`config.mk`:
```
export PLATFORM = sky130hd
export DESIGN_NAME = sir_pulse_encode_decode
export DESIGN_NICKNAME = d
export VERILOG_FILES = /design/src/verilog/sir_pkg.sv /design/src/verilog/sir_pulse_encode_decode.sv
export SDC_FILE = /design/constraint.sdc
export NUM_CORES = 1
export LEC_CHECK = 0
export BUFFER_PORTS_ARGS = -buffer_cell sky130_fd_sc_hd__buf_2
export CELL_PAD_IN_SITES_DETAIL_PLACEMENT = 1
export CELL_PAD_IN_SITES_GLOBAL_PLACEMENT = 2
export CORE_MARGIN = 3
export CORE_UTILIZATION = 29
export CTS_CLUSTER_DIAMETER = 120
export CTS_CLUSTER_SIZE = 10
export DETAILED_ROUTE_END_ITERATION = 10
export PLACE_DENSITY = 0.95
export SYNTH_ARGS = -nofsm -noshare
export SYNTH_HDL_FRONTEND = slang
export SYNTH_SLANG_ARGS = --single-unit
```
`constraint.sdc`:
```
create_clock -name CLOCK_IN -period 4.9 [get_ports CLOCK_IN]
set_input_delay 0.245 -clock CLOCK_IN [delete_from_list [all_inputs] [get_ports CLOCK_IN]]
set_output_delay 0.245 -clock CLOCK_IN [all_outputs]
set_load 0.05 [all_outputs]
```
`src/verilog/sir_pkg.sv`:
```
// ************************************************************
// shared constants for the infrared pulse codec
// ************************************************************
package sir_pkg;

  // ************************************************************
  // register map, byte addresses on the wishbone bus
  // ************************************************************
  localparam logic [7:0] ADDR_CTRL   = 8'h00; // control word
  localparam logic [7:0] ADDR_STATUS = 8'h04; // live state, read only

  // control field positions
  localparam int CTRL_RATE_LSB   = 0;  // rate_select_bit0
  localparam int CTRL_RATE_MSB   = 2;  // rate_select_bit2
  localparam int CTRL_MODE_BIT   = 3;  // pulse_mode_select, 1 = monoshot
  localparam int CTRL_CLKSRC_BIT = 4;  // 1 = external 16x clock
  localparam int CTRL_PDOWN_BIT  = 5;  // power_down_in
  localparam int CTRL_W          = 6;  // implemented control bits
  localparam logic [5:0] CTRL_RESET = 6'h00;

  // status field positions
  localparam int STAT_ENC_BIT = 0;     // encoder busy
  localparam int STAT_DEC_BIT = 1;     // decoder stretching
  localparam int STAT_IR_BIT  = 2;     // infrared output level
  localparam int STAT_RX_BIT  = 3;     // uart receive level

  // ************************************************************
  // crystal divider, stored as last count value (divisor - 1)
  // ************************************************************
  localparam logic [6:0] DIV_LAST_2  = 7'h01;
  localparam logic [6:0] DIV_LAST_4  = 7'h03;
  localparam logic [6:0] DIV_LAST_12 = 7'h0b;
  localparam logic [6:0] DIV_LAST_24 = 7'h17;
  localparam logic [6:0] DIV_LAST_6  = 7'h05;
  localparam logic [6:0] DIV_LAST_48 = 7'h2f;
  localparam logic [6:0] DIV_LAST_96 = 7'h5f;

  // ************************************************************
  // bit timing in 16x ticks
  // ************************************************************
  localparam logic [3:0] PHASE_LAST  = 4'hf; // sixteenth tick of a bit
  localparam logic [3:0] PULSE_START = 4'h7; // ticks before the pulse
  localparam logic [3:0] PULSE_END   = 4'ha; // start plus three ticks
  localparam logic [2:0] MONO_CYCLES = 3'h6; // crystal cycles high

  // ************************************************************
  // state machines
  // ************************************************************
  typedef enum logic {ENC_IDLE, ENC_RUN} sir_enc_state_type;
  typedef enum logic {DEC_IDLE, DEC_STRETCH} sir_dec_state_type;

endpackage : sir_pkg

```
`src/verilog/sir_pulse_encode_decode.sv`:
```
// The register addresses and the Wishbone interface to the registers were decided locally.
`timescale 1ns/1ps

// Overview of operation
// (RULE1) crystal divided by rate-select code
// (RULE2) all bit timing counted in 16x ticks
// (RULE3) one pulse per space bit sent
// (RULE4) wait seven ticks, then three ticks high
// (RULE5) consecutive spaces give pulses one bit apart
// (RULE6) mark bits leave infrared output low
// (RULE7) falling infrared input marks a received pulse
// (RULE8) receive output low sixteen ticks per pulse
// (RULE9) stretched low at least three quarters bit
// (RULE10) monoshot gives six crystal cycles high
// (RULE11) power down stops transmit and receive
// (RULE12) host keeps transmit line high when idle
// (RULE13) mode bit picks 3/16 or monoshot pulse
// (RULE14) clock source select; reset clears machines
module sir_pulse_encode_decode (
  input  wire logic        CLOCK_IN,           // crystal clock
  input  wire logic        RESET_N_IN,         // sync, active low
  input  wire logic        WB_CYC_IN,          // bus cycle
  input  wire logic        WB_STB_IN,          // bus strobe
  input  wire logic        WB_WE_IN,           // write enable
  input  wire logic [7:0]  WB_ADR_IN,          // byte address
  input  wire logic [3:0]  WB_SEL_IN,          // byte lanes
  input  wire logic [31:0] WB_DAT_IN,          // write data
  output logic      [31:0] WB_DAT_OUT,         // read data
  output logic             WB_ACK_OUT,         // acknowledge
  input  wire logic        UART_TXD_IN,        // from uart, pin
  output logic             UART_RXD_OUT,       // to uart
  input  wire logic        INFRARED_PULSE_IN,  // from transceiver
  output logic             INFRARED_PULSE_OUT, // to transceiver
  input  wire logic        EXTERNAL_BAUD_X16_CLOCK_IN // sampled
);

  // ************************************************************
  // declarations
  // ************************************************************
  logic [sir_pkg::CTRL_W-1:0] ctrl_reg;      // control word
  logic                       ack_reg;       // bus acknowledge
  logic [31:0]                rdata_reg;     // bus read data
  logic                       bus_req;       // new bus request
  logic [2:0]                 rate_select;   // divider code
  logic                       mode_mono;     // monoshot mode
  logic                       clk_ext;       // external 16x clock
  logic                       power_down;    // traffic blocked
  logic                       txd_s1_reg;    // sync stage one
  logic                       txd_s2_reg;    // sync stage two
  logic                       txd_prev_reg;  // edge history
  logic                       irin_s1_reg;   // sync stage one
  logic                       irin_s2_reg;   // sync stage two
  logic                       irin_prev_reg; // edge history
  logic                       xclk_s1_reg;   // sync stage one
  logic                       xclk_s2_reg;   // sync stage two
  logic                       xclk_prev_reg; // edge history
  logic                       txd_fall;      // space bit begins
  logic                       ir_fall;       // pulse arrived
  logic                       ext_rise;      // external tick
  logic [6:0]                 div_cnt_reg;   // crystal divider
  logic                       div_tick;      // divided tick
  logic                       tick;          // selected 16x tick
  sir_pkg::sir_enc_state_type enc_state_reg; // encoder state
  logic [3:0]                 enc_phase_reg; // tick within bit
  logic                       enc_mod;       // 3/16 modulator
  logic                       mod_prev_reg;  // modulator history
  logic [2:0]                 mono_cnt_reg;  // monoshot counter
  logic                       mono_active;   // monoshot high
  sir_pkg::sir_dec_state_type dec_state_reg; // decoder state
  logic [3:0]                 dec_cnt_reg;   // ticks stretched
  logic                       ir_out_reg;    // output flop
  logic                       rx_out_reg;    // output flop

  // ************************************************************
  // helpers
  // ************************************************************
  // divider last count for a rate code
  function automatic logic [6:0] div_last(input logic [2:0] code);
    case (code)
      3'h0: div_last = sir_pkg::DIV_LAST_2;
      3'h1: div_last = sir_pkg::DIV_LAST_4;
      3'h2: div_last = sir_pkg::DIV_LAST_12;
      3'h3: div_last = sir_pkg::DIV_LAST_24;
      3'h4: div_last = sir_pkg::DIV_LAST_6;
      3'h5: div_last = sir_pkg::DIV_LAST_48;
      3'h6: div_last = sir_pkg::DIV_LAST_96;
      // unlisted code falls back to the fastest rate
      default: div_last = sir_pkg::DIV_LAST_2;
    endcase
  endfunction : div_last

  // ************************************************************
  // wishbone slave
  // ************************************************************
  assign bus_req     = WB_CYC_IN && WB_STB_IN && !ack_reg;
  assign rate_select = ctrl_reg[sir_pkg::CTRL_RATE_MSB:
                                sir_pkg::CTRL_RATE_LSB];
  assign mode_mono   = ctrl_reg[sir_pkg::CTRL_MODE_BIT];
  assign clk_ext     = ctrl_reg[sir_pkg::CTRL_CLKSRC_BIT];
  assign power_down  = ctrl_reg[sir_pkg::CTRL_PDOWN_BIT];

  // ack one cycle after the request, dropped the next
  always_ff @(posedge CLOCK_IN) begin
    if (!RESET_N_IN) begin
      ack_reg <= 1'b0;
    end else begin
      ack_reg <= bus_req;
    end
  end

  // control write, low byte lane only
  always_ff @(posedge CLOCK_IN) begin
    if (!RESET_N_IN) begin
      ctrl_reg <= sir_pkg::CTRL_RESET;
    end else if (bus_req && WB_WE_IN && WB_SEL_IN[0]) begin
      if (WB_ADR_IN == sir_pkg::ADDR_CTRL) begin
        ctrl_reg <= WB_DAT_IN[sir_pkg::CTRL_W-1:0];
      end
    end
  end

  // read mux; unmapped addresses read zero
  always_ff @(posedge CLOCK_IN) begin
    if (!RESET_N_IN) begin
      rdata_reg <= 32'h0000_0000;
    end else if (bus_req && !WB_WE_IN) begin
      rdata_reg <= 32'h0000_0000;
      if (WB_ADR_IN == sir_pkg::ADDR_CTRL) begin
        rdata_reg[sir_pkg::CTRL_W-1:0] <= ctrl_reg;
      end else if (WB_ADR_IN == sir_pkg::ADDR_STATUS) begin
        rdata_reg[sir_pkg::STAT_ENC_BIT] <=
          (enc_state_reg == sir_pkg::ENC_RUN);
        rdata_reg[sir_pkg::STAT_DEC_BIT] <=
          (dec_state_reg == sir_pkg::DEC_STRETCH);
        rdata_reg[sir_pkg::STAT_IR_BIT] <= ir_out_reg;
        rdata_reg[sir_pkg::STAT_RX_BIT] <= rx_out_reg;
      end
    end
  end

  assign WB_ACK_OUT = ack_reg;
  assign WB_DAT_OUT = rdata_reg;

  // ************************************************************
  // pin synchronisers
  // ************************************************************
  // pins are asynchronous; edges only seen after stage two
  // reset levels match the idle pins, so no false edge after reset
  // external 16x clock is sampled; keep it well below half crystal rate
  always_ff @(posedge CLOCK_IN) begin
    if (!RESET_N_IN) begin
      txd_s1_reg    <= 1'b1;
      txd_s2_reg    <= 1'b1;
      txd_prev_reg  <= 1'b1;
      irin_s1_reg   <= 1'b0;
      irin_s2_reg   <= 1'b0;
      irin_prev_reg <= 1'b0;
      xclk_s1_reg   <= 1'b0;
      xclk_s2_reg   <= 1'b0;
      xclk_prev_reg <= 1'b0;
    end else begin
      txd_s1_reg    <= UART_TXD_IN;
      txd_s2_reg    <= txd_s1_reg;
      txd_prev_reg  <= txd_s2_reg;
      irin_s1_reg   <= INFRARED_PULSE_IN;
      irin_s2_reg   <= irin_s1_reg;
      irin_prev_reg <= irin_s2_reg;
      xclk_s1_reg   <= EXTERNAL_BAUD_X16_CLOCK_IN;
      xclk_s2_reg   <= xclk_s1_reg;
      xclk_prev_reg <= xclk_s2_reg;
    end
  end

  // (RULE7) receive pulse edge
  assign ir_fall  = irin_prev_reg && !irin_s2_reg;
  assign txd_fall = txd_prev_reg && !txd_s2_reg;
  assign ext_rise = !xclk_prev_reg && xclk_s2_reg;

  // ************************************************************
  // 16x tick generation
  // ************************************************************
  // (RULE1) divide crystal by code
  always_ff @(posedge CLOCK_IN) begin
    if (!RESET_N_IN || div_tick) begin
      div_cnt_reg <= 7'h00;
    end else begin
      div_cnt_reg <= div_cnt_reg + 7'h01;
    end
  end

  // >= also recovers when the code shrinks mid count
  assign div_tick = (div_cnt_reg >= div_last(rate_select));

  // (RULE14) clock source choice
  // (RULE2) one tick per 16x period
  assign tick = clk_ext ? ext_rise : div_tick;

  // ************************************************************
  // encoder
  // ************************************************************
  // (RULE3) space start launches bit
  // (RULE11) power down parks encoder
  always_ff @(posedge CLOCK_IN) begin
    if (!RESET_N_IN || power_down) begin
      enc_state_reg <= sir_pkg::ENC_IDLE;
      enc_phase_reg <= 4'h0;
    end else if (txd_fall) begin
      // a new space edge realigns the bit
      enc_state_reg <= sir_pkg::ENC_RUN;
      enc_phase_reg <= 4'h0;
    end else if (tick && enc_state_reg == sir_pkg::ENC_RUN) begin
      if (txd_s2_reg && enc_phase_reg < sir_pkg::PULSE_START) begin
        // (RULE6) mark seen before the pulse window: stop quietly
        enc_state_reg <= sir_pkg::ENC_IDLE;
        enc_phase_reg <= 4'h0;
      end else if (enc_phase_reg == sir_pkg::PHASE_LAST) begin
        // (RULE5) roll over; judged early in the next bit, not at the
        // boundary, where the line and the tick race each other
        enc_phase_reg <= 4'h0;
      end else begin
        enc_phase_reg <= enc_phase_reg + 4'h1;
      end
    end
  end

  // (RULE4) three tick window
  // (RULE6) idle means no pulse
  assign enc_mod = (enc_state_reg == sir_pkg::ENC_RUN) &&
                   (enc_phase_reg >= sir_pkg::PULSE_START) &&
                   (enc_phase_reg < sir_pkg::PULSE_END);

  // ************************************************************
  // monoshot
  // ************************************************************
  // (RULE10) six crystal cycles high
  always_ff @(posedge CLOCK_IN) begin
    if (!RESET_N_IN) begin
      mod_prev_reg <= 1'b0;
      mono_cnt_reg <= 3'h0;
    end else begin
      mod_prev_reg <= enc_mod;
      if (enc_mod && !mod_prev_reg) begin
        mono_cnt_reg <= sir_pkg::MONO_CYCLES;
      end else if (mono_cnt_reg != 3'h0) begin
        mono_cnt_reg <= mono_cnt_reg - 3'h1;
      end
    end
  end

  assign mono_active = (mono_cnt_reg != 3'h0);

  // ************************************************************
  // decoder
  // ************************************************************
  // (RULE8) stretch for sixteen ticks
  always_ff @(posedge CLOCK_IN) begin
    if (!RESET_N_IN || power_down) begin
      dec_state_reg <= sir_pkg::DEC_IDLE;
      dec_cnt_reg   <= 4'h0;
    end else if (ir_fall) begin
      // a fresh pulse restarts the bit
      dec_state_reg <= sir_pkg::DEC_STRETCH;
      dec_cnt_reg   <= 4'h0;
    end else if (tick && dec_state_reg == sir_pkg::DEC_STRETCH) begin
      // (RULE9) full bit exceeds three quarters
      if (dec_cnt_reg == sir_pkg::PHASE_LAST) begin
        dec_state_reg <= sir_pkg::DEC_IDLE;
      end else begin
        dec_cnt_reg <= dec_cnt_reg + 4'h1;
      end
    end
  end

  // ************************************************************
  // output flops
  // ************************************************************
  // (RULE13) pulse shape select
  // (RULE11) outputs quiet in power down
  always_ff @(posedge CLOCK_IN) begin
    if (!RESET_N_IN || power_down) begin
      ir_out_reg <= 1'b0;
      rx_out_reg <= 1'b1;
    end else begin
      ir_out_reg <= mode_mono ? mono_active : enc_mod;
      rx_out_reg <= (dec_state_reg != sir_pkg::DEC_STRETCH);
    end
  end

  assign INFRARED_PULSE_OUT = ir_out_reg;
  assign UART_RXD_OUT       = rx_out_reg;

  logic [6:0] gap_reg;   // cycles since last divided tick
  logic       gap_ok_reg; // gap measured under a steady code

  // helper: measure divider spacing
  always_ff @(posedge CLOCK_IN) begin
    if (!RESET_N_IN) begin
      gap_reg    <= 7'h00;
      gap_ok_reg <= 1'b0;
    end else if (bus_req && WB_WE_IN) begin
      gap_reg    <= 7'h00;
      gap_ok_reg <= 1'b0;
    end else if (div_tick) begin
      gap_reg    <= 7'h00;
      gap_ok_reg <= 1'b1;
    end else begin
      gap_reg <= gap_reg + 7'h01;
    end
  end
endmodule : sir_pulse_encode_decode

```
**Word level (Yosys, flattened, before mapping)**

Index checks and enable logic that the tools add are counted.

- Equal/unequal tests: 9
- Mux-type cells: 16
- Reductions and logical operators: 37
- $lt $le $gt $ge: 4
- Bitwise logic cells: 3
- $add $sub $neg: 4

Operator list:

| operator | number |
|---|---|
| case mux 7 bit (6 select lines) | 1 |
| 2-to-1 mux 4 bit | 4 |
| logical AND 1 bit | 14 |
| nonzero test 2 bit | 5 |
| == test 3 bit, second input constant | 3 |
| adder 4 x 1 -> 4 bit, second input constant | 2 |
| == test 4 bit, second input constant | 2 |
| == test 8 x 3 -> 1 bit, second input constant | 1 |
| zero test 8 bit | 1 |
| 2-to-1 mux 1 bit | 8 |
| AND reduction 2 bit | 4 |
| adder 7 x 1 -> 7 bit, second input constant | 1 |
| >= comparator 7 bit | 1 |
| zero test 1 bit | 7 |
| == test 3 x 2 -> 1 bit, second input constant | 2 |
| 2-to-1 mux 3 bit | 2 |
| OR reduction 2 bit | 3 |
| >= comparator 4 x 3 -> 1 bit, second input constant | 1 |
| less-than comparator 4 x 3 -> 1 bit, second input constant | 1 |
| less-than comparator 4 bit, second input constant | 1 |
| == test 3 x 1 -> 1 bit, second input constant | 1 |
| NOT 1 bit | 3 |
| nonzero test 3 bit | 1 |
| subtractor 3 x 1 -> 3 bit, second input constant | 1 |
| other kinds (2) | 3 |

- Register bits: 45
- Bits of input ports: 52

**Depth between registers and ports, before layout**

Gate-level depths: netlist (run 1).

- Word-level depth: 7
- Depth in mapped cells: 9
- Mapped depth without buffers: 8

**Least setup slack after synthesis (run 1)**

No wires, ideal clock.

- Path kind: reg-to-reg
- Start point: register ctrl_reg[0] in the netlist's numbering
- End point: register enc_phase_reg[2]
- Cell stages (with the launch flop): 10
- Path slack: 2.629 ns
- Buffers on the path: 1
- Library setup time: 0.070 ns
- Arrival: 2.201 ns
- Required time: 4.830 ns
- Period minus slack after synthesis: 2.271 ns
- Cells stage by stage: dfxtp_1 clkbuf_1 nand2_1 xor2_1 ha_1 nor2_1 nor4_4 o211ai_2 or4b_1 a21oi_1

- Cells in the longest elaborated chain, start to end: 5
- Elaborated cells between the ends (all ways): 10

Ends and longest elaborated chain:

| what | RTL line | RTL |
|---|---|---|
| start: declaration | sir_pulse_encode_decode.sv:40 | `logic [sir_pkg::CTRL_W-1:0] ctrl_reg;` |
| start signal: assignment | sir_pulse_encode_decode.sv:114 | `ctrl_reg <= sir_pkg::CTRL_RESET;` |
| start signal: assignment | sir_pulse_encode_decode.sv:117 | `ctrl_reg <= WB_DAT_IN[sir_pkg::CTRL_W-1:0];` |
| == test 3 bit (tied with other cells) | sir_pulse_encode_decode.sv:79 | `case (code)` |
| case mux 7 bit (6 select lines) (*) | sir_pulse_encode_decode.sv:79 |  |
| >= comparator 7 bit (*) | sir_pulse_encode_decode.sv:192 | `assign div_tick = (div_cnt_reg >= div_last(rate_select));` |
| 2-to-1 mux 1 bit (*) | sir_pulse_encode_decode.sv:196 | `assign tick = clk_ext ? ext_rise : div_tick;` |
| logical AND 1 bit (*) | sir_pulse_encode_decode.sv:211 | `end else if (tick && enc_state_reg == sir_pkg::ENC_RUN) begin` |
| end signal: assignment | sir_pulse_encode_decode.sv:221 | `enc_phase_reg <= enc_phase_reg + 4'h1;` |
| end: declaration | sir_pulse_encode_decode.sv:64 | `logic [3:0] enc_phase_reg;` |

Mark *: on every way between the ends. The rest lies on a longest branch, timed or not.
A chain may end at the register's enable or synchronous reset.

**Worst setup path after layout (run 1)**

- Start point: register ctrl_reg[0] in the netlist's numbering
- End point: register div_cnt_reg[4]

- Cells in the longest elaborated chain, start to end: 4
- Elaborated cells between the ends (all ways): 9

Ends and longest elaborated chain:

| what | RTL line | RTL |
|---|---|---|
| == test 3 bit (tied with other cells) | sir_pulse_encode_decode.sv:79 |  |
| case mux 7 bit (6 select lines) (*) | sir_pulse_encode_decode.sv:79 |  |
| >= comparator 7 bit (*) | sir_pulse_encode_decode.sv:192 |  |
| logical OR 1 bit (*) | sir_pulse_encode_decode.sv:184 | `if (!RESET_N_IN \|\| div_tick) begin` |
| end signal: assignment | sir_pulse_encode_decode.sv:187 | `div_cnt_reg <= div_cnt_reg + 7'h01;` |
| end: declaration | sir_pulse_encode_decode.sv:60 | `logic [6:0] div_cnt_reg;` |

Marks and branches as above.

==> flow_summary.yaml, run 1 <==
status:
  status: "complete, no violations"
sta:
  rsz0062_at_grt: "no"
  fmaxAchievable_mhz: 377.5
  max_slew.worst_pin.slew_ns: 0.6786
  drv_slew: 0
  setup_violations: 0
  finClkSkew_ns: 0.008083
  slew_headroom: 0.5359
  post-route-period-util: 0.5407
  hold_ws_ns: 0.1182
  fin_tns_setup_ns: 0
  hold_viol: 0
  fin_crit_ns: 2.649
global_route:
  grt_pass1_wl_um: 7679
  grt_max_degree: 20
  grtUsageTotal: 0.1125
  grt_pass1_vias: 1663
  grt_overflow_total: 0
  antenna_found_initial: 0
clocking:
  post_cts_buffers: 0
  cts-root-buf: "clkbuf_8"
  clock_path_buffers: 2
  clock-sinks: 45
  cts_made_buffers: 5
  cts_tree: "done"
  clock_latency_ns: 0.31
  cts_hold_buf: 0
  clkTransAtPathRegs_ns: 0.09
  htreeDepth: 2
  post_cts_resized: 0
power_and_ir_drop:
  p_int_uw: 560.8
  seqPwrFrac: 0.472
  swShare: 0.3336
  vdd_drop_max_mv: 0.1249
  switchingPower_uw: 280.8
  cellLeakagePower_uw: 0.001008
  combPwrFrac: 0.230
  pwr-share-clk: 0.298
  pwr_density_cell_nw_per_um2: 344.4
detailed_routing:
  ant_nets: 0
  viasPerCell: 4.511
  postRouteWirelength_um: 4682
  first_pass_iters: 4
  wl_per_cell_um: 12.52
  drtIter0Drc: 56
  vias: 1687
  drc: 0
critical_path:
  cp.required_ns: 5.15
  crit_fanout: 8
  crit_type: "flop to flop"
  arrival_ns: 2.90
  rrSetupSlack_ns: 2.25
  cp-start-kind: "flop"
  cp-end-kind: "flop"
synthesis:
  ys.flop_type: "dfxtp_1"
  synth_warnings: 0
  synth-edff-count: 0
  synth_cell_types: 48
  syn_avg_cell_area_sq_um: 8.999
  async_flop_share: 0
  ys_seq_elements: 45
  synth_area_sq_um: 2196
  ys_seq_area_frac: 0.4103
  synthCells: 244
place:
  place_congestion: 0.7692
  io_buffers: 31
  place_hpwl_um: 3520
final_layout:
  drive_above_1_share: 0.1782
  final_cell_mix: "dfxtp_1 (45), buf_2 (31), nor2_1 (26), conb_1 (26), nand2_1 (19)"
  n_antenna_cell: 0
  syn_to_final_growth_pct: 11.28
  final_common_cell: "dfxtp_1"
  layout.nets: 337
  fin_util: 0.3351
  largest_reg_flops: 7
die:
  start_util: 0.3011
  num_rows: 31
  io_pins: 87
  die_h_um: 93.02
  chipWidth_um: 93.02
  core_area_sq_um: 7292
  die_area_sq_um: 8652
hold_path:
  hp-class: "input port to flop"
flow_run:
  cap_violations: 0
## path summary, 6_finish.rpt
path,from,endpoint,cells after the start
max,ctrl_reg[0],div_cnt_reg[4],8
min,UART_TXD_IN,txd_s1_reg,2
max reg2reg,ctrl_reg[0],div_cnt_reg[4],8
min reg2reg,txd_s1_reg,txd_s2_reg,1
## cells in the mapped netlist, types with 2 or more instances
cell      count  area [sq um]
nand2_1      19         71.32
nand3_1       6         30.03
and3_1        5         31.28
nand2b_1      4         25.02
nor4_4        2         42.54
or4_1         2         15.01
dfxtp_1      45         900.9
ha_1         11         137.6
clkbuf_1      5         18.77
buf_4        26         195.2
and2_1        4         25.02
mux2i_1       8         80.08
o21ai_0       4         20.02
a21oi_1      13         65.06
nor2_1       26         97.59
nor3_1        3         15.01
xor2_1        4         35.03
inv_1         6         22.52
nand3b_1      2         15.01
a311oi_1      2         17.52
or2_2         3         18.77
a22oi_1       6         45.04
a31oi_1       2         12.51
buf_1         2         7.510
a211oi_1      3         22.52
xnor2_1       4         35.03
o21ai_1       6         30.03
## power by group through the flow
stage	combinational, uW	clock, uW	sequential [uW]
final	194	250	397
after global routing	211	278	401
after CTS	195	260	397
after detailed placement	194	0	406
after global placement	188	0	404
after floorplan	169	0	403
## routing by layer
metal / track usage / vias up / wire (um)
met3: 0.02574 / 7 / 267
met1: 0.1344 / 777 / 2121
met5: 0 / - / 0
met2: 0.1932 / 49 / 2206
met4: 0.04762 / 0 / 87
li1: - / 854 / -
## critical path, stage by stage (launching register included)
cell	delay (ns)
dfxtp_1	0.50
nand3_1	0.10
o21ai_0	0.13
ha_1	0.28
a211oi_1	0.36
nor4_4	0.12
a2111oi_0	0.62
nand2_1	0.30
nor2_1	0.16
## logic make-up (layout without fill, tap and decap cells)
logic type / after synthesis / in the layout / share of synthesized area
simple gates: 86 / 86 / 0.2108
buf+inv: 40 / 46 / 0.1128
compound gates: 44 / 44 / 0.1282
flops: 45 / 45 / 0.4103
fa+ha+maj: 11 / 11 / 0.06268
xor+xnor: 8 / 8 / 0.03191
mux: 9 / 9 / 0.04160
other cells: 1 / 26 / 0.001708
## layout make-up
type                            instances  area (sq um)
Clock buffer                            6         82.58
Sequential cell                        45         900.9
Fill cell                             893          4848
Timing Repair Buffer                   31         155.1
Multi-Input combinational cell        184          1141
Clock inverter                          2         13.76
Tap cell                               99         123.9
Inverter                                7         26.28
## stage by stage
| stage | area, sq um | cells | setup WS [ns] | total power [uW] |
|---|---|---|---|---|
| after floorplan | 2290 | 269 | 2.629 | 572.5 |
| after global placement | 2347 | 366 | 2.405 | 592.3 |
| after detailed placement | 2347 | 366 | 2.249 | 600.0 |
| after CTS | 2444 | 374 | 2.221 | 851.9 |
| after global routing | 2444 | 374 | 1.957 | 890.3 |
| final | 2444 | 374 | 2.251 | 841.6 |
(Power assumes the default switching activity.)
==> run 2, diff against run 1 <==
--- a/config.mk
+++ b/config.mk
@@ -9,11 +9,11 @@
 export CELL_PAD_IN_SITES_DETAIL_PLACEMENT = 1
 export CELL_PAD_IN_SITES_GLOBAL_PLACEMENT = 2
 export CORE_MARGIN = 3
-export CORE_UTILIZATION = 29
+export CORE_UTILIZATION = 27
 export CTS_CLUSTER_DIAMETER = 120
 export CTS_CLUSTER_SIZE = 10
 export DETAILED_ROUTE_END_ITERATION = 10
-export PLACE_DENSITY = 0.95
+export PLACE_DENSITY = 0.9
 export SYNTH_ARGS = -nofsm -noshare
 export SYNTH_HDL_FRONTEND = slang
 export SYNTH_SLANG_ARGS = --single-unit
==> constraint.sdc (replaced) <==
create_clock -name CLOCK_IN -period 2.45 [get_ports CLOCK_IN]
set_input_delay 0.1225 -clock CLOCK_IN [delete_from_list [all_inputs] [get_ports CLOCK_IN]]
set_output_delay 0.1225 -clock CLOCK_IN [all_outputs]
set_load 0.05 [all_outputs]
==> run 2 against run 1 <==
  * Clock power up 140%
  * Worst hold slack worse by 0.091 ns
  * Maximum frequency up 16%
  * Power up 120%
  * Non-clock buffer count up 9
  * Via count up 3.1%
  * Critical path type unchanged
==> flow_summary.yaml, run 2 (synthesis results as in run 1) <==
hold_path:
  hp-class: "input port to flop"
power_and_ir_drop:
  cellLeakagePower_uw: 0.001064
  pwr_density_cell_nw_per_um2: 724.7
  vdd_drop_max_mv: 0.3086
  p_total_uw: 1873
die:
  die_h_um: 96.18
  die_area_sq_um: 9251
  chipWidth_um: 96.18
  num_rows: 32
  core_area_sq_um: 7807
  io_pins: 87
  start_util: 0.2813
global_route:
  grt_pass1_wl_um: 8004
  grt_pass1_vias: 1711
  grt_max_degree: 20
  grtUsageTotal: 0.1088
  antenna_found_initial: 0
  grt_overflow_total: 0
critical_path:
  crit_slowest_cell: "dfxtp_4"
  cp.required_ns: 2.68
  crit_fanout: 7
  cp_num_buf_inv: 1
  crit_type: "flop to flop"
  arrival_ns: 2.52
  cp_top_family: "simple AND/OR/NAND/NOR gates"
  cp-start-kind: "flop"
  worstPathCellList: "nand2_1, xor2_1, ha_2, nor2_1, nor4_4, buf_4, o21ai_2, or4_1, a21oi_1"
  cpPeakStageDelay_ns: 0.41
  cp-end-kind: "flop"
final_layout:
  seqCellArea_sq_um: 909.6
  n_fill_cell: 943
  multi_input_area_sq_um: 1175
  n_antenna_cell: 0
  layout.nets: 346
  final_cells: 386
  largest_reg_flops: 7
  fin_area_sq_um: 2584
  final_cell_mix: "dfxtp_1 (42), buf_2 (31), nor2_1 (26), conb_1 (26), nand2_1 (19)"
  syn_to_final_growth_pct: 17.66
  final_common_cell: "dfxtp_1"
  drive_above_1_share: 0.2289
sta:
  finClkSkew_ns: 0.007957
  max_slew.worst_pin.slew_ns: 0.6200
  slew_headroom: 0.5836
  fmaxAchievable_mhz: 437.6
  hold_viol: 0
  setup_violations: 0
  rsz0062_at_grt: "no"
  drv_slew: 0
  post-route-period-util: 0.9328
  fin_crit_ns: 2.285
  fin_tns_setup_ns: 0
clocking:
  cts_made_buffers: 5
  clkTransAtPathRegs_ns: 0.08
  clock_path_buffers: 2
  clock-sinks: 45
  cts_tree: "done"
  htreeDepth: 2
  clock_latency_ns: 0.30
  cts-root-buf: "clkbuf_8"
detailed_routing:
  first_pass_iters: 4
  postRouteWirelength_um: 4831
  ant_nets: 0
  viasPerCell: 4.505
  wl_per_cell_um: 12.52
  drtIter0Drc: 37
  vias: 1739
  drc: 0
place:
  dp.cells: 375
  place_hpwl_um: 3696
  io_buffers: 31
  place_congestion: 0.7733
  place_area_sq_um: 2396
status:
  status: "complete, no violations"
flow_run:
  cap_violations: 0
## run 2: repair_timing
item | CTS | global route
endpoints found under the setup margin | 6 | 12
gates resized for setup | 2 | 11
pin swaps | 0 | 4
setup buffers | 0 | 2
hold buffers | 1 | 0
hold endpoints to repair | 1 | 0
## run 2: worst reg2reg max path, delay by kind of cell (launching register included)
kind | cells | cell delay [ns]
AND/OR/NAND/NOR | 4 | 0.93
flip-flops | 1 | 0.41
XOR/XNOR | 1 | 0.15
adder cells (fa/ha/maj) | 1 | 0.31
AO/OA/AOI/OAI | 2 | 0.22
buffers and inverters | 1 | 0.19
## run 2: cell type report
type	count	area share
timing repair buffer	40	0.08717
inverter	7	0.01017
multi-input combinational	184	0.4547
tap	102	0.04939
sequential	45	0.3521
clock inverter	2	0.01453
clock buffer	6	0.03196
## run 2: layer usage
metal	up-vias	routed length, um	GRT usage
met5	-	0	0
met4	0	63	0.03199
met2	45	2273	0.1840
met1	820	2180	0.1361
met3	6	314	0.02658
li1	868	-	-
## run 2: where the power goes
group          switching, uW  internal, uW  total [uW]
registers               31.8           763         795
logic                    279           209         489
clock network            257           332         589
total                    568          1300        1870
## run 2: metrics by stage
| step | utilization | worst slack (ns) | hold slack [ns] |
|---|---|---|---|
| after global routing | 0.3309 | 0.007871 | 0.02234 |
| after CTS | 0.3244 | 0.002558 | 0.01987 |
| after detailed placement | 0.3069 | 0.007222 | 0.3079 |
| after global placement | 0.3069 | 0.06401 | 0.3060 |
| after floorplan | - | 0.1788 | 0.2240 |
| final | 0.3309 | 0.1647 | 0.02753 |
## run 2: path summary, 6_finish.rpt
| path | from | end | slack (ns) | depth (start not counted) |
|---|---|---|---|---|
| worst max-delay path | ctrl_reg[0] | dec_cnt_reg[3] | 0.16 | 9 |
| worst min-delay path | INFRARED_PULSE_IN | irin_s1_reg | 0.03 | 2 |
| worst max register to register | ctrl_reg[0] | dec_cnt_reg[3] | 0.16 | 9 |
| worst min register to register | txd_s1_reg | txd_s2_reg | 0.42 | 1 |
